### config.mk
export PLATFORM = sky130hd
export DESIGN_NAME = qsp_top
export DESIGN_NICKNAME = d
export VERILOG_FILES = /design/src/common/qsp_pkg.sv /design/src/common/qsp_port_if.sv /design/src/hdl/qsp_adapter.sv /design/src/hdl/qsp_top.sv
export SDC_FILE = /design/constraint.sdc
export NUM_CORES = 1
export LEC_CHECK = 0
export BUFFER_PORTS_ARGS = -buffer_cell sky130_fd_sc_hd__buf_2
export CORE_MARGIN = 4
export CORE_UTILIZATION = 60
export DETAILED_ROUTE_END_ITERATION = 16
export PLACE_DENSITY = 0.86
export SLEW_MARGIN = 5
export SYNTH_ARGS = -nofsm -noshare
export SYNTH_HDL_FRONTEND = slang
export SYNTH_HIERARCHICAL = 1
export SYNTH_SLANG_ARGS = --single-unit
### constraint.sdc
create_clock -name CLOCK -period 9.3 [get_ports CLOCK]
set_input_delay 1.86 -clock CLOCK [delete_from_list [all_inputs] [get_ports CLOCK]]
set_output_delay 1.86 -clock CLOCK [all_outputs]
set_load 0.1 [all_outputs]
### src/common/qsp_pkg.sv
// constants, field layouts and state types of the quad serial port block
package qsp_pkg;
   localparam int NUM_PORTS = 4;
   localparam int RATE_TAPS = 6;
   localparam int CTRL_W    = 6;
   localparam int STAT_W    = 7;
   localparam int EV_W      = 3;
   // block placement: base plus block switch times step plus board switch times step
   localparam logic [15:0] BLOCK_BASE  = 16'h8040;
   localparam logic [15:0] BLOCK_SPAN  = 16'h0048;
   // register offsets inside the block, adapter p at p * 16'h0010
   localparam logic [7:0] OFF_CTRL     = 8'h00;
   localparam logic [7:0] OFF_STAT     = 8'h04;
   localparam logic [7:0] OFF_DATA     = 8'h08;
   localparam logic [7:0] OFF_IRQ_STAT = 8'h40;
   localparam logic [7:0] OFF_IRQ_MASK = 8'h44;
   // control register fields
   localparam int CTRL_DIV_LSB = 0;
   localparam int CTRL_WL8     = 2;
   localparam int CTRL_PAR_LSB = 3;
   localparam int CTRL_RTS     = 5;
   localparam logic [5:0] CTRL_RST = 6'h03;
   localparam logic [1:0] DIV_1     = 2'h0;
   localparam logic [1:0] DIV_16    = 2'h1;
   localparam logic [1:0] DIV_64    = 2'h2;
   localparam logic [1:0] DIV_RESET = 2'h3;
   localparam logic [1:0] PAR_NONE  = 2'h0;
   localparam logic [1:0] PAR_EVEN  = 2'h1;
   localparam logic [1:0] PAR_ODD   = 2'h2;
   // status register bits
   localparam int ST_RX_FULL  = 0;
   localparam int ST_TX_EMPTY = 1;
   localparam int ST_DCD      = 2;
   localparam int ST_CTS      = 3;
   localparam int ST_FRAME    = 4;
   localparam int ST_OVERRUN  = 5;
   localparam int ST_PARITY   = 6;
   // event bits, three per port in the interrupt status register
   localparam int EV_RX  = 0;
   localparam int EV_TX  = 1;
   localparam int EV_ERR = 2;
   localparam logic [11:0] IRQ_RST = 12'h000;
   // crystal rate made from the system clock by a phase accumulator
   localparam logic [26:0] CLK_HZ  = 27'd100000000;
   localparam logic [26:0] XTAL_HZ = 27'd1843200;
   typedef enum logic [1:0] {QSP_TX_IDLE = 2'b01, QSP_TX_SHIFT = 2'b10} qsp_tx_state_type;
   typedef enum logic [1:0] {QSP_RX_IDLE = 2'b01, QSP_RX_BITS = 2'b10} qsp_rx_state_type;
endpackage

### src/common/qsp_port_if.sv
// per-port carrier between the register block and one serial adapter
`timescale 1ns/1ps
`default_nettype none
interface qsp_port_if;
   logic        ref_tick;
   logic [5:0]  ctrl;
   logic        tx_wr;
   logic [7:0]  tx_byte;
   logic        rx_rd;
   logic [7:0]  rx_byte;
   logic [6:0]  status;
   logic [2:0]  events;
   modport ctl (output ref_tick, ctrl, tx_wr, tx_byte, rx_rd,
                input  rx_byte, status, events);
   modport adp (input  ref_tick, ctrl, tx_wr, tx_byte, rx_rd,
                output rx_byte, status, events);
endinterface
`default_nettype wire

### src/hdl/qsp_adapter.sv
// one asynchronous serial adapter: rate divider, transmitter and receiver
`timescale 1ns/1ps
`default_nettype none
module qsp_adapter (
   input  wire logic     clk,
   input  wire logic     rst,
   input  wire logic     ce,
   qsp_port_if.adp       bus,
   output logic          txd,
   input  wire logic     rxd,
   input  wire logic     cts_n,
   input  wire logic     dcd_n
);
   qsp_pkg::qsp_tx_state_type tx_state_reg;
   qsp_pkg::qsp_rx_state_type rx_state_reg;
   logic [1:0]  div;
   logic [1:0]  par;
   logic        wl8, pen, clr, rx_en, tx_tick, tx_load, rx_done, rx_take, perr;
   logic [5:0]  ratio_m1, tx_cnt_reg, rx_cnt_reg;
   logic [7:0]  hold_reg, dm, rx_byte_reg, rx_data;
   logic        hold_full_reg, rx_full_reg, frame_reg, ovr_reg, perr_reg;
   logic [10:0] tx_sh_reg, frame;
   logic [3:0]  tx_left_reg, rx_pos_reg, nb, last;
   logic [9:0]  rx_sh_reg;

   assign div   = bus.ctrl[qsp_pkg::CTRL_DIV_LSB +: 2];
   assign par   = bus.ctrl[qsp_pkg::CTRL_PAR_LSB +: 2];
   assign wl8   = bus.ctrl[qsp_pkg::CTRL_WL8];
   assign pen   = (par != qsp_pkg::PAR_NONE);
   assign clr   = rst || (ce && div == qsp_pkg::DIV_RESET);
   assign rx_en = !cts_n && !dcd_n;
   assign nb    = wl8 ? 4'd8 : 4'd7;
   assign last  = 4'(nb + {3'b000, pen} + 4'd1);

   // divide the reference tick by the programmed ratio
   always_comb begin
      case (div)
         qsp_pkg::DIV_16: ratio_m1 = 6'h0f;
         qsp_pkg::DIV_64: ratio_m1 = 6'h3f;
         default:         ratio_m1 = 6'h00;
      endcase
   end
   assign tx_tick = bus.ref_tick && (tx_cnt_reg == ratio_m1);

   // free-running transmit phase, a queued byte waits at most one bit time
   always_ff @(posedge clk) begin
      if (clr)
         tx_cnt_reg <= 6'h00;
      else if (ce && bus.ref_tick)
         tx_cnt_reg <= tx_tick ? 6'h00 : 6'(tx_cnt_reg + 6'h01);
   end

   // frame: start bit, data lsb first, optional parity, one stop bit
   always_comb begin
      dm    = wl8 ? hold_reg : {1'b0, hold_reg[6:0]};
      frame = wl8 ? {1'b1, pen ? (^dm ^ (par == qsp_pkg::PAR_ODD)) : 1'b1, dm, 1'b0}
                  : {2'b11, pen ? (^dm ^ (par == qsp_pkg::PAR_ODD)) : 1'b1, dm[6:0], 1'b0};
   end
   // sending starts only while clear-to-send is low; a started frame completes
   assign tx_load = (tx_state_reg == qsp_pkg::QSP_TX_IDLE) && hold_full_reg && !cts_n;

   // holding register, a write in the loading cycle keeps it full
   always_ff @(posedge clk) begin
      if (clr) begin
         hold_reg      <= 8'h00;
         hold_full_reg <= 1'b0;
      end else if (ce) begin
         if (bus.tx_wr) begin
            hold_reg      <= bus.tx_byte;
            hold_full_reg <= 1'b1;
         end else if (tx_load)
            hold_full_reg <= 1'b0;
      end
   end

   // transmit shifter
   always_ff @(posedge clk) begin
      if (clr) begin
         tx_state_reg <= qsp_pkg::QSP_TX_IDLE;
         tx_sh_reg    <= 11'h7ff;
         tx_left_reg  <= 4'h0;
         txd          <= 1'b1;
      end else if (ce) begin
         case (tx_state_reg)
            qsp_pkg::QSP_TX_IDLE: begin
               if (tx_load) begin
                  tx_sh_reg    <= frame;
                  tx_left_reg  <= 4'(nb + {3'b000, pen} + 4'd2);
                  tx_state_reg <= qsp_pkg::QSP_TX_SHIFT;
               end
            end
            qsp_pkg::QSP_TX_SHIFT: begin
               if (tx_tick && tx_left_reg == 4'h0) begin
                  txd          <= 1'b1;
                  tx_state_reg <= qsp_pkg::QSP_TX_IDLE;
               end else if (tx_tick) begin
                  txd         <= tx_sh_reg[0];
                  tx_sh_reg   <= {1'b1, tx_sh_reg[10:1]};
                  tx_left_reg <= 4'(tx_left_reg - 4'h1);
               end
            end
            default: tx_state_reg <= qsp_pkg::QSP_TX_IDLE;
         endcase
      end
   end

   // receiver samples mid-bit; losing either gate drops the character
   assign rx_take = bus.ref_tick && (rx_state_reg == qsp_pkg::QSP_RX_BITS)
                    && (rx_cnt_reg == 6'h00);
   assign rx_done = rx_en && rx_take && (rx_pos_reg == last);
   assign rx_data = wl8 ? rx_sh_reg[8:1] : {1'b0, rx_sh_reg[7:1]};
   assign perr    = pen && ((^rx_data ^ (wl8 ? rx_sh_reg[9] : rx_sh_reg[8]))
                            != (par == qsp_pkg::PAR_ODD));
   always_ff @(posedge clk) begin
      if (clr) begin
         rx_state_reg <= qsp_pkg::QSP_RX_IDLE;
         rx_cnt_reg   <= 6'h00;
         rx_pos_reg   <= 4'h0;
         rx_sh_reg    <= 10'h000;
      end else if (ce) begin
         case (rx_state_reg)
            qsp_pkg::QSP_RX_IDLE: begin
               if (bus.ref_tick && !rxd && rx_en) begin
                  rx_cnt_reg   <= {1'b0, ratio_m1[5:1]};
                  rx_pos_reg   <= 4'h0;
                  rx_state_reg <= qsp_pkg::QSP_RX_BITS;
               end
            end
            qsp_pkg::QSP_RX_BITS: begin
               if (!rx_en)
                  rx_state_reg <= qsp_pkg::QSP_RX_IDLE;
               else if (rx_take) begin
                  rx_cnt_reg <= ratio_m1;
                  if ((rx_pos_reg == 4'h0 && rxd) || rx_pos_reg == last)
                     rx_state_reg <= qsp_pkg::QSP_RX_IDLE;
                  else begin
                     rx_sh_reg[rx_pos_reg] <= rxd;
                     rx_pos_reg <= 4'(rx_pos_reg + 4'h1);
                  end
               end else if (bus.ref_tick)
                  rx_cnt_reg <= 6'(rx_cnt_reg - 6'h01);
            end
            default: rx_state_reg <= qsp_pkg::QSP_RX_IDLE;
         endcase
      end
   end

   // received byte and flags; a new character beats the read that clears them
   always_ff @(posedge clk) begin
      if (clr) begin
         rx_byte_reg <= 8'h00;
         rx_full_reg <= 1'b0;
         frame_reg   <= 1'b0;
         ovr_reg     <= 1'b0;
         perr_reg    <= 1'b0;
      end else if (ce) begin
         if (rx_done && rx_full_reg && !bus.rx_rd)
            ovr_reg <= 1'b1; // old byte kept, the newer one is lost
         else if (rx_done) begin
            rx_byte_reg <= rx_data;
            rx_full_reg <= 1'b1;
            frame_reg   <= !rxd;
            perr_reg    <= perr;
            ovr_reg     <= 1'b0;
         end else if (bus.rx_rd) begin
            rx_full_reg <= 1'b0;
            frame_reg   <= 1'b0;
            ovr_reg     <= 1'b0;
            perr_reg    <= 1'b0;
         end
      end
   end

   assign bus.rx_byte = rx_byte_reg;
   assign bus.status  = {perr_reg, ovr_reg, frame_reg, !cts_n, !dcd_n, !hold_full_reg,
                         rx_full_reg};
   assign bus.events[qsp_pkg::EV_RX]  = ce && rx_done && (!rx_full_reg || bus.rx_rd);
   assign bus.events[qsp_pkg::EV_TX]  = ce && tx_load;
   assign bus.events[qsp_pkg::EV_ERR] = ce && rx_done
                                        && (!rxd || perr || (rx_full_reg && !bus.rx_rd));
endmodule
`default_nettype wire

### src/hdl/qsp_top.sv
// quad serial port block: bus slave, address decode, reference divider, four adapters
//
// Summary of operation
// - bytes written are sent serially; received serial bits become readable bytes
// - block base set by two switch bits and board switch, 8040h to 8F40h
// - crystal rate divided into taps; one of six switch positions feeds each port
// - each adapter divides its reference again by a programmed ratio
// - software programs word length, parity and divide ratio; adapter obeys it
// - active-low request-to-send follows only the software control bit
// - start a frame only while clear-to-send low, receive only while carrier-detect low
// - remote clear or ready false: incoming data dropped; clear false also stops a new frame starting
// - each port is terminal equipment: drives data and request, receives the rest
// - interrupt goes out on the jumper-chosen level, or nowhere when none chosen
// - per port, one activity indicator for transmit data, one for receive data
// - adapter, rate select, handshake and indicators per port; decode, divider shared
`timescale 1ns/1ps
`default_nettype none
module qsp_top #(
   parameter int NUM_PORTS  = qsp_pkg::NUM_PORTS,
   parameter int IRQ_LEVELS = 7
) (
   input  wire logic                        CLOCK,
   input  wire logic                        SYS_RST,
   input  wire logic                        CLK_EN,
   input  wire logic [15:0]                 AVS_ADDRESS,
   input  wire logic                        AVS_READ,
   input  wire logic                        AVS_WRITE,
   input  wire logic [31:0]                 AVS_WRITEDATA,
   input  wire logic [3:0]                  AVS_BYTEENABLE,
   output logic      [31:0]                 AVS_READDATA,
   output logic                             AVS_WAITREQUEST,
   input  wire logic [1:0]                  BOARD_ADDRESS_SWITCH,
   input  wire logic [1:0]                  BLOCK_BASE_SWITCH,
   input  wire logic [NUM_PORTS*6-1:0]      RATE_SELECT_SWITCH,
   input  wire logic [2:0]                  INTERRUPT_LEVEL_JUMPER,
   output logic      [IRQ_LEVELS-1:0]       IRQ_LINES,
   output logic      [NUM_PORTS-1:0]        TXD,
   input  wire logic [NUM_PORTS-1:0]        RXD,
   input  wire logic [NUM_PORTS-1:0]        CTS_N,
   input  wire logic [NUM_PORTS-1:0]        DCD_N,
   output logic      [NUM_PORTS-1:0]        RTS_N,
   output logic      [NUM_PORTS-1:0]        TX_LED,
   output logic      [NUM_PORTS-1:0]        RX_LED
);
   // decode and interrupt layout are laid out for at most four ports and seven levels
   if (NUM_PORTS < 1 || NUM_PORTS > 4 || IRQ_LEVELS < 1 || IRQ_LEVELS > 7) begin : g_bad
      $error("qsp_top: NUM_PORTS must be 1..4 and IRQ_LEVELS 1..7");
   end

   qsp_port_if port_bus[NUM_PORTS] ();

   logic [26:0] xtal_acc_reg, xtal_sum;
   logic        xtal_tick;
   logic [5:0]  tap_cnt_reg, tap_rise;
   logic        req, ack_reg, done, hit, port_hit, irq_any;
   logic [15:0] base, off;
   logic [1:0]  pidx;
   logic [7:0]  roff;
   logic [31:0] rd_mux, rdata_reg, wmask;
   logic [11:0] irq_stat_reg, irq_mask_reg, ev_all;
   logic [5:0]  ctrl_reg [NUM_PORTS];
   logic [NUM_PORTS-1:0] tick;
   logic [6:0]  stat_all [NUM_PORTS];
   logic [7:0]  rxb_all [NUM_PORTS];

   // reference divider shared by all ports: crystal rate from the system clock
   assign xtal_sum  = 27'(xtal_acc_reg + qsp_pkg::XTAL_HZ);
   assign xtal_tick = (xtal_sum >= qsp_pkg::CLK_HZ);
   always_ff @(posedge CLOCK) begin
      if (SYS_RST) begin
         xtal_acc_reg <= 27'h0000000;
         tap_cnt_reg  <= 6'h00;
      end else if (CLK_EN) begin
         xtal_acc_reg <= xtal_tick ? 27'(xtal_sum - qsp_pkg::CLK_HZ) : xtal_sum;
         if (xtal_tick)
            tap_cnt_reg <= 6'(tap_cnt_reg + 6'h01);
      end
   end
   // tap k is a square wave at the crystal rate over 2^(k+1); tick on its rising edge
   assign tap_rise = xtal_tick ? (6'(tap_cnt_reg + 6'h01) & ~tap_cnt_reg) : 6'h00;

   // bus slave: one wait state, read data registered in the waiting cycle
   assign req             = AVS_READ || AVS_WRITE;
   assign AVS_WAITREQUEST = req && !(ack_reg && CLK_EN);
   assign done            = req && ack_reg && CLK_EN;
   assign AVS_READDATA    = rdata_reg;
   assign wmask = {{8{AVS_BYTEENABLE[3]}}, {8{AVS_BYTEENABLE[2]}},
                   {8{AVS_BYTEENABLE[1]}}, {8{AVS_BYTEENABLE[0]}}};

   // block base from the two switch groups; both at zero gives 16'h8040
   assign base     = 16'(qsp_pkg::BLOCK_BASE + {4'h0, BOARD_ADDRESS_SWITCH, BLOCK_BASE_SWITCH, 8'h00});
   assign off      = 16'(AVS_ADDRESS - base);
   assign hit      = (off < qsp_pkg::BLOCK_SPAN) && (AVS_ADDRESS[1:0] == 2'b00);
   assign roff     = off[7:0];
   assign pidx     = roff[5:4];
   assign port_hit = hit && !roff[6] && ({30'h0, pidx} < NUM_PORTS) && (roff[3:0] != 4'hc);

   // read multiplexer; unmapped words read as zero
   always_comb begin
      rd_mux = 32'h00000000;
      if (port_hit) begin
         for (int p = 0; p < NUM_PORTS; p++) begin
            if (pidx == 2'(p)) begin
               case ({4'h0, roff[3:0]})
                  qsp_pkg::OFF_CTRL: rd_mux = {26'h0, ctrl_reg[p]};
                  qsp_pkg::OFF_STAT: rd_mux = {25'h0, stat_all[p]};
                  // held byte is captured here; the pop lands at the completing edge
                  qsp_pkg::OFF_DATA: rd_mux = {24'h0, rxb_all[p]};
                  default:           rd_mux = 32'h00000000;
               endcase
            end
         end
      end else if (hit && roff == qsp_pkg::OFF_IRQ_STAT)
         rd_mux = {20'h0, irq_stat_reg};
      else if (hit && roff == qsp_pkg::OFF_IRQ_MASK)
         rd_mux = {20'h0, irq_mask_reg};
   end

   always_ff @(posedge CLOCK) begin
      if (SYS_RST) begin
         ack_reg   <= 1'b0;
         rdata_reg <= 32'h00000000;
      end else if (CLK_EN) begin
         ack_reg <= req && !ack_reg;
         if (req && !ack_reg)
            rdata_reg <= AVS_READ ? rd_mux : 32'h00000000;
      end
   end

   // sticky events, write one to clear; an event in the clearing cycle stays set
   always_ff @(posedge CLOCK) begin
      if (SYS_RST) begin
         irq_stat_reg <= qsp_pkg::IRQ_RST;
         irq_mask_reg <= qsp_pkg::IRQ_RST;
      end else if (CLK_EN) begin
         if (done && AVS_WRITE && hit && roff == qsp_pkg::OFF_IRQ_STAT)
            irq_stat_reg <= (irq_stat_reg & ~(AVS_WRITEDATA[11:0] & wmask[11:0])) | ev_all;
         else
            irq_stat_reg <= irq_stat_reg | ev_all;
         if (done && AVS_WRITE && hit && roff == qsp_pkg::OFF_IRQ_MASK)
            irq_mask_reg <= (irq_mask_reg & ~wmask[11:0]) | (AVS_WRITEDATA[11:0] & wmask[11:0]);
      end
   end
   assign irq_any = |(irq_stat_reg & irq_mask_reg);
   // jumper value n puts the request on line n-1, zero leaves every line quiet
   always_comb begin
      for (int i = 0; i < IRQ_LEVELS; i++)
         IRQ_LINES[i] = irq_any && (INTERRUPT_LEVEL_JUMPER == 3'(i + 1));
   end

   // per-port copies of rate select, control, handshake and indicators
   for (genvar p = 0; p < NUM_PORTS; p++) begin : g_port
      logic sel_hit;
      logic tled_reg, rled_reg;
      assign sel_hit = done && port_hit && (pidx == 2'(p));
      // exactly one switch closed gives a clock; none or several stop the adapter
      assign tick[p] = $onehot(RATE_SELECT_SWITCH[p*6 +: 6])
                       && |(RATE_SELECT_SWITCH[p*6 +: 6] & tap_rise);
      always_ff @(posedge CLOCK) begin
         if (SYS_RST)
            ctrl_reg[p] <= qsp_pkg::CTRL_RST;
         else if (CLK_EN && sel_hit && AVS_WRITE && AVS_BYTEENABLE[0]
                  && {4'h0, roff[3:0]} == qsp_pkg::OFF_CTRL)
            ctrl_reg[p] <= AVS_WRITEDATA[5:0];
      end
      assign port_bus[p].ref_tick = tick[p];
      assign port_bus[p].ctrl     = ctrl_reg[p];
      assign port_bus[p].tx_byte  = AVS_WRITEDATA[7:0];
      assign port_bus[p].tx_wr    = sel_hit && AVS_WRITE && AVS_BYTEENABLE[0]
                                    && {4'h0, roff[3:0]} == qsp_pkg::OFF_DATA;
      assign port_bus[p].rx_rd    = sel_hit && AVS_READ
                                    && {4'h0, roff[3:0]} == qsp_pkg::OFF_DATA;
      assign ev_all[p*3 +: 3]     = port_bus[p].events;
      assign stat_all[p]          = port_bus[p].status;
      assign rxb_all[p]           = port_bus[p].rx_byte;
      assign RTS_N[p]             = !ctrl_reg[p][qsp_pkg::CTRL_RTS];
      // indicators lit while the line is at space
      always_ff @(posedge CLOCK) begin
         if (SYS_RST) begin
            tled_reg <= 1'b0;
            rled_reg <= 1'b0;
         end else if (CLK_EN) begin
            tled_reg <= !TXD[p];
            rled_reg <= !RXD[p];
         end
      end
      assign TX_LED[p] = tled_reg;
      assign RX_LED[p] = rled_reg;
      qsp_adapter u_adapter (
         .clk   (CLOCK),
         .rst   (SYS_RST),
         .ce    (CLK_EN),
         .bus   (port_bus[p]),
         .txd   (TXD[p]),
         .rxd   (RXD[p]),
         .cts_n (CTS_N[p]),
         .dcd_n (DCD_N[p])
      );
   end
   for (genvar e = NUM_PORTS * 3; e < 12; e++) begin : g_noev
      assign ev_all[e] = 1'b0;
   end
endmodule
`default_nettype wire
==> qor.csv, run 1 <==
stage;metric;value;unit
timing;timing.final.hold_violations;0;
critical_path;critPathMaxStageDelay;0.85;ns
synth;synth_area_per_cell;8.09;um2
synth;yosys.area.top_type;dfxtp_1;
clocking;cts_buffers;40;
timing;fmax;152;MHz
synth;async_flop_share;0;%
synth;synth_ff_type;dfxtp_1;
clocking;htree_levels;2;
global_routing;grt_pass1_wl;93400;um
global_routing;grtUsageTotal;28.6;%
synth;ys_ff_latch;354;
global_routing;met1_usage;36.7;%
clocking;cts.path.max_buffers;3;
run_status;status;finished, final reports clean;
die;start_util;61.1;%
finish;area_growth_syn_to_layout;8.28;%
synth;seq_area_frac_synth;34.4;%
critical_path;critPathSlowestCell;xor2_1;
clocking;clk_pin_slew_worst_paths;0.06;ns
critical_path;crit_type;in -> reg;
detailed_routing;avgRoutedWirePerCell;18.5;um
detailed_routing;drc;0;
timing;rsz0062_at_grt;no;
timing;tightest_slew;1.18;ns
critical_path;cp.required;9.70;ns
critical_path;path_common_cell;nor2_1;
critical_path;crit_arrival;6.98;ns
critical_path;worst_setup_path_start_kind;input port;
placement;gp_congestion;0.951;
detailed_routing;antenna_left;0;
finish;largest_register_ff_count;40;
detailed_routing;wl;57800;um
synth;ys_warn_count;6;
placement;dp_hpwl;41000;um
power_and_ir_drop;p_per_area;153;nW/um2
job;cap_violations;0;
clocking;post-cts-setup-buffers;0;
synth;synth_top_area_share;31.1;%
global_routing;grt_use_met2;46.3;%
clocking;clockRootBuffer;clkbuf_16;
synth;synth_cell_type_count;107;
timing;setup_viol;0;
die;num_rows;68;
critical_path;crit_path_end_kind;register;
detailed_routing;vias;20005;
finish;drive_gt1_share;10.5;%
timing;finalClockSkew;0.0148;ns
finish;n_antenna_cell;0;
finish;nets;2840;
clocking;cts_sinks;354;
detailed_routing;viasPerCell;6.39;
global_routing;grt_pass1_vias;18977;
synth;yosys-top-cells-area;dfxtp_1 31%, nand2_1 5.6%, nor2_1 5.3%;
die;ios;156;
detailed_routing;drtIter0Drc;1951;
power_and_ir_drop;total_power;3.51;mW
timing;setup_tns;0;ns
global_routing;grt_max_degree;79;
die;fp.coreArea;34800;um2
power_and_ir_drop;vdd_drop_max;0.000159;V
detailed_routing;dr.pass1.iters;6;
die;die_h;196;um
synth;synthesis.area;21300;um2
die;dieArea;38500;um2
timing;relSlewSlack;20.5;%
timing;fin_crit_sh;70.8;%
min_path;hold_path_class;reg -> reg;
global_routing;top_usage_layer;met2;
timing;slew_violations;0;
power_and_ir_drop;cellLeakagePower;8.48;nW
clocking;ctsHoldBuffers;0;
synth;synth-edff-count;24;
clocking;post_cts_resized;0;
global_routing;grt-ovfl-total;0;
critical_path;worst-path-max-fanout;11;
timing;period_minus_slack;6.58;ns
die;die_w;196;um
synth;syn_inst;2629;
global_routing;antenna_found_initial;2;
critical_path;worstPathCellList;buf_2 -> inv_1 -> ha_1 -> o21bai_1 -> a21oi_1 -> xor2_1 -> a31oi_1 -> or3_1 -> nor4_4 -> nand4_1 -> nor2_1 -> nor2_1 -> nor3b_1 -> buf_4 -> mux2i_1 -> nor2_1;
global_routing;grtUsageMet3;5.60;%
placement;numPortBuffers;113;
clocking;clk_latency;0.53;ns
clocking;tritoncts;yes;
Yosys cell counts, drive strengths merged (8+ instances only):
cell and instances:
nand3b 10, a211oi 30, o211ai 16, xor2 39, a32oi 9, nor4b 11
nor2b 38, xnor2 70, buf 73, a21oi 189, a221oi 28, fa 12
edfxtp 24, nor4 8, nand4 51, nand2b 35, clkbuf 105, mux2i 48
and3 35, o31ai 28, nand3 122, o21ai 106, a31oi 18, inv 130
nor2 300, a22oi 35, and2 18, nand2 320, or3 28, a22o 24
nor3b 18, ha 80, a311oi 21, o311ai 23, o21a 14, or2 12
nor3 49, dfxtp 330
worst paths after layout:
kind / start / to / slack (ns) / cells past startpoint
max: AVS_ADDRESS[1] / g_port[2].u_adapter/bus.rx_byte[0] / 2.72 / 16
min: g_port[3].u_adapter/hold_reg[7] / g_port[3].u_adapter/hold_reg[7] / 0.46 / 2
max reg2reg: xtal_acc_reg[13] / g_port[2].u_adapter/rx_cnt_reg[2] / 3.75 / 15
min reg2reg: g_port[3].u_adapter/hold_reg[7] / g_port[3].u_adapter/hold_reg[7] / 0.46 / 2
power by group:
group          switching [mW]  internal, mW
clock network           0.631         0.912
logic                   0.298         0.117
registers              0.0152          1.54
total                   0.944          2.57
final cells by class:
cell class	instances	area (um2)
Clock buffer	55	1140
Clock inverter	13	131
Fill cell	2779	11800
Inverter	131	492
Multi-Input combinational cell	1985	12600
Sequential cell	354	7330
Tap cell	455	569
Timing Repair Buffer	136	741
critical path: cells and delay by family:
| family | cells | cell delay, ns |
|---|---|---|
| muxes | 1 | 0.21 |
| xor gates and xnor gates | 1 | 0.85 |
| and+or+nand+nor | 7 | 2.62 |
| buffers and inverters | 3 | 0.47 |
| adders and majority gates | 1 | 0.35 |
| AOI/OAI and AO/OA | 3 | 0.60 |
cell families (layout without fill, tap and decap cells):
| family | Yosys count | in the layout | synth area share [%] |
|---|---|---|---|
| buf+inv | 309 | 335 | 6.59 |
| compound gates | 621 | 621 | 19.9 |
| mux | 56 | 56 | 2.74 |
| xor+xnor | 114 | 114 | 5.02 |
| flops | 354 | 354 | 34.4 |
| fa+ha+maj | 92 | 92 | 5.83 |
| other cells | 1 | 20 | 0.0176 |
| simple gates | 1082 | 1082 | 25.4 |
cells in the final DEF, fill, tap and decap left out, types with 48 or more instances in the layout:
| cell type | Yosys | final |
|---|---|---|
| nand3_1 | 119 | 119 |
| buf_2 | 11 | 112 |
| nand2_1 | 320 | 320 |
| dfxtp_1 | 330 | 330 |
| nor2_1 | 299 | 299 |
| xnor2_1 | 70 | 70 |
| ha_1 | 80 | 80 |
| mux2i_1 | 48 | 48 |
| nand4_1 | 50 | 50 |
| a21oi_1 | 186 | 185 |
| inv_1 | 130 | 130 |
| o21ai_0 | 85 | 85 |
per-stage QoR:
stage               worst slack (ns)  util (%)  cell area (um2)  hold slack (ns)  cells
floorplan                       3.39         -            21300            0.426   2648
detailed placement              2.48      62.5            21800            0.443   3061
finish                          2.72      66.2            23000            0.456   3129
CTS                             2.91      66.2            23000            0.451   3129
global placement                2.64      62.5            21800            0.439   3061
global route                    2.43      66.2            23000            0.479   3129
per-layer routing:
metal	routed length (um)	share of wire, %
met1	23100	40
met2	26300	46
met4	2790	4.8
met5	20	0.035
met3	5610	9.7
(Power assumes the default switching activity.)
==> inputs of run 2 (changes only) <==
- clock period: 9.3 -> 6.9 ns (I/O delays scaled with it)
==> run 2 against run 1 <==
Compared with the run above:
- sequential share of layout area did not move
- register-to-register slack got worse by 2.3 ns
- routed wire length rose by 1.4%
- critical path depth fell by 1
- largest cell class unchanged
- critical endpoint is now g_port[2].u_adapter/bus.rx_byte[1]
- total power rose by 32%
- first-iteration DRC count rose by 14%
- highest routed layer is now met4
==> qor.csv, run 2 (synthesis gave the netlist of run 1 again) <==
stage;metric;value;unit;change
global_routing;antenna_found_initial;0;;was 2
die;fp.coreArea;34800;um2;unchanged
critical_path;critPathSlowestCell;nor4_4;;was xor2_1
detailed_routing;wl;58700;um;was 57800 um
critical_path;r2r-end;irq_stat_reg[5];;was g_port[2].u_adapter/rx_cnt_reg[2]
global_routing;grt_pass1_vias;18862;;was 18977
timing;tightest_slew;1.27;ns;was 1.18 ns
finish;multi_input_area;12600;um2;about the same
clocking;post_cts_resized;0;;unchanged
clocking;clk_latency;0.53;ns;about the same
critical_path;crit_type;in -> reg;;unchanged
timing;rsz0062_at_grt;no;;unchanged
detailed_routing;drtIter0Drc;2220;;was 1951
detailed_routing;drc;0;;unchanged
detailed_routing;vias;19994;;was 20005
placement;numPortBuffers;113;;unchanged
critical_path;path_delay_family;simple AND/OR/NAND/NOR gates;;unchanged
min_path;min_delay_path_depth;2;;unchanged
run_status;status;finished, final reports clean;;unchanged
critical_path;path_common_cell;nor2_1;;unchanged
finish;n_fill_cell;2773;;was 2779
power_and_ir_drop;vdd_drop_max;0.000175;V;was 0.000159 V
critical_path;critPathMaxStageDelay;0.50;ns;was 0.85 ns
clocking;htree_levels;2;;unchanged
critical_path;worst_setup_path_start_kind;input port;;unchanged
min_path;hold_path_class;reg -> reg;;unchanged
detailed_routing;avgRoutedWirePerCell;18.7;um;was 18.5 um
critical_path;timing.rr.start;xtal_acc_reg[13];;unchanged
timing;relSlewSlack;15.1;%;was 20.5%
timing;fmax;181;MHz;
clocking;post-cts-setup-buffers;0;;unchanged
critical_path;path_buf_inv;2;;was 3
die;die_w;196;um;unchanged
timing;setup_tns;0;ns;unchanged
timing;period_minus_slack;5.52;ns;
die;die_h;196;um;unchanged
timing;finalClockSkew;0.0209;ns;was 0.0148 ns
detailed_routing;antenna_left;0;;unchanged
global_routing;grtUsageTotal;29.0;%;was 28.6%
critical_path;worst-path-max-fanout;9;;was 11
clocking;tritoncts;yes;;unchanged
timing;slew_violations;0;;unchanged
critical_path;crit_path_end_kind;register;;unchanged
global_routing;grt_max_degree;114;;was 79
min_path;hp-start;AVS_READDATA[11];;was g_port[3].u_adapter/hold_reg[7]
power_and_ir_drop;p_per_area;202;nW/um2;was 153 nW/um2
global_routing;grt_pass1_wl;94300;um;was 93400 um
finish;seqCellArea;7330;um2;unchanged
power_and_ir_drop;total_power;4.65;mW;was 3.51 mW
finish;drive_gt1_share;10.4;%;was 10.5%
timing;timing.final.hold_violations;0;;unchanged
critical_path;crit_arrival;5.92;ns;was 6.98 ns
clocking;clk_pin_slew_worst_paths;0.06;ns;about the same
detailed_routing;viasPerCell;6.38;;was 6.39
global_routing;grt-ovfl-total;0;;unchanged
critical_path;cp.required;7.30;ns;was 9.70 ns
placement;dp_hpwl;41600;um;was 41000 um
critical_path;r2r_setup_slack;1.46;ns;was 3.75 ns
timing;fin_crit_sh;80.0;%;
job;cap_violations;0;;unchanged
finish;final_common_cell;dfxtp_1;;unchanged
critical_path;worstPathCellList;buf_2 -> ha_1 -> and3_1 -> a211o_1 -> a221oi_1 -> a211oi_1 -> or3_1 -> nor4_4 -> nand4_1 -> nor2_1 -> nor2_1 -> nor3b_1 -> buf_4 -> mux2i_1 -> nor2_1;;was buf_2 -> inv_1 -> ha_1 -> o21bai_1 -> a21oi_1 -> xor2_1 -> a31oi_1 -> or3_1 -> nor4_4 -> nand4_1 -> nor2_1 -> nor2_1 -> nor3b_1 -> buf_4 -> mux2i_1 -> nor2_1
die;num_rows;68;;unchanged
finish;nets;2848;;was 2840
clocking;cts_sinks;354;;unchanged
clocking;clockRootBuffer;clkbuf_16;;unchanged
placement;gp_congestion;0.942;;was 0.951
detailed_routing;dr.pass1.iters;5;;was 6
die;start_util;61.1;%;unchanged
finish;final_cell_mix;330 x dfxtp_1, 320 x nand2_1, 299 x nor2_1;;unchanged
timing;setup_viol;0;;unchanged
clocking;ctsHoldBuffers;0;;unchanged
finish;area_growth_syn_to_layout;8.28;%;unchanged
power_and_ir_drop;cellLeakagePower;8.50;nW;was 8.48 nW
finish;n_antenna_cell;0;;unchanged
clocking;cts.path.max_buffers;3;;unchanged
min_path;min_to;AVS_READDATA[11];;was g_port[3].u_adapter/hold_reg[7]
critical_path;reg2regPathDepth;14;;was 15
finish;largest_register_ff_count;40;;unchanged
die;ios;156;;unchanged
die;dieArea;38500;um2;unchanged
clocking;cts_buffers;39;;was 40
## run 2: cell count changes in the layout (fill, tap and decap cells not counted), sizes merged
cell and delta:
bufinv -1, clkbuf +2, inv -1, clkinv +1
buf +9, clkinvlp -3
## run 2: worst max-delay path by stage
stage               slack [ns]  cells past startpoint                   from                                  to
floorplan                 1.84                     15  RATE_SELECT_SWITCH[0]                     irq_stat_reg[2]
global placement          1.26                     15         AVS_ADDRESS[4]  g_port[2].u_adapter/bus.rx_byte[1]
detailed placement        1.12                     16         AVS_ADDRESS[4]  g_port[2].u_adapter/bus.rx_byte[1]
CTS                       1.50                     16         AVS_ADDRESS[4]  g_port[2].u_adapter/bus.rx_byte[1]
global route              1.16                     18        AVS_ADDRESS[10]  g_port[2].u_adapter/bus.rx_byte[1]
finish                    1.38                     15         AVS_ADDRESS[4]  g_port[2].u_adapter/bus.rx_byte[1]
## run 2: power by group
group / switching (mW) / internal, mW / total, mW / leakage (nW)
clock network: 0.821 / 1.16 / 1.98 / 0.577
logic: 0.404 / 0.160 / 0.564 / 5.02
registers: 0.0211 / 2.08 / 2.10 / 2.90
total: 1.25 / 3.40 / 4.65 / 8.50
## run 2: cell type report
type                    count  share of cell area [%]
well taps                 455                    2.47
multi-input cells        1985                    54.8
flip-flops and latches    354                    31.8
clock buffers              57                    4.89
repair buffers            145                    3.56
inverters                 131                    2.13
clock inverters             9                   0.304
## run 2: worst register-to-register path: cells and delay by family (launching register included)
family | cells | cell delay [ns]
compound gates | 7 | 2.60
fa+ha+maj | 1 | 0.49
buf+inv | 1 | 0.28
flops | 1 | 0.55
simple gates | 5 | 1.44
## run 2: layer usage
| metal | track usage [%] | up-vias | part of all wire, % |
|---|---|---|---|
| met5 | 0 | - | 0 |
| met4 | 11.7 | 0 | 4.4 |
| met3 | 4.47 | 202 | 9.3 |
| met2 | 48.1 | 1086 | 47 |
| met1 | 38.0 | 9344 | 40 |
| li1 | - | 9362 | - |
## run 2: per-stage QoR
step	cells	hold slack (ns)	utilization, %	area, um2	worst slack, ns
final	3136	0.460	66.2	23000	1.38
after global routing	3136	0.481	66.2	23000	1.16
after CTS	3136	0.458	66.2	23000	1.50
after detailed placement	3070	0.444	62.8	21800	1.12
after global placement	3070	0.439	62.8	21800	1.26
after floorplan	2648	0.426	-	21300	1.84
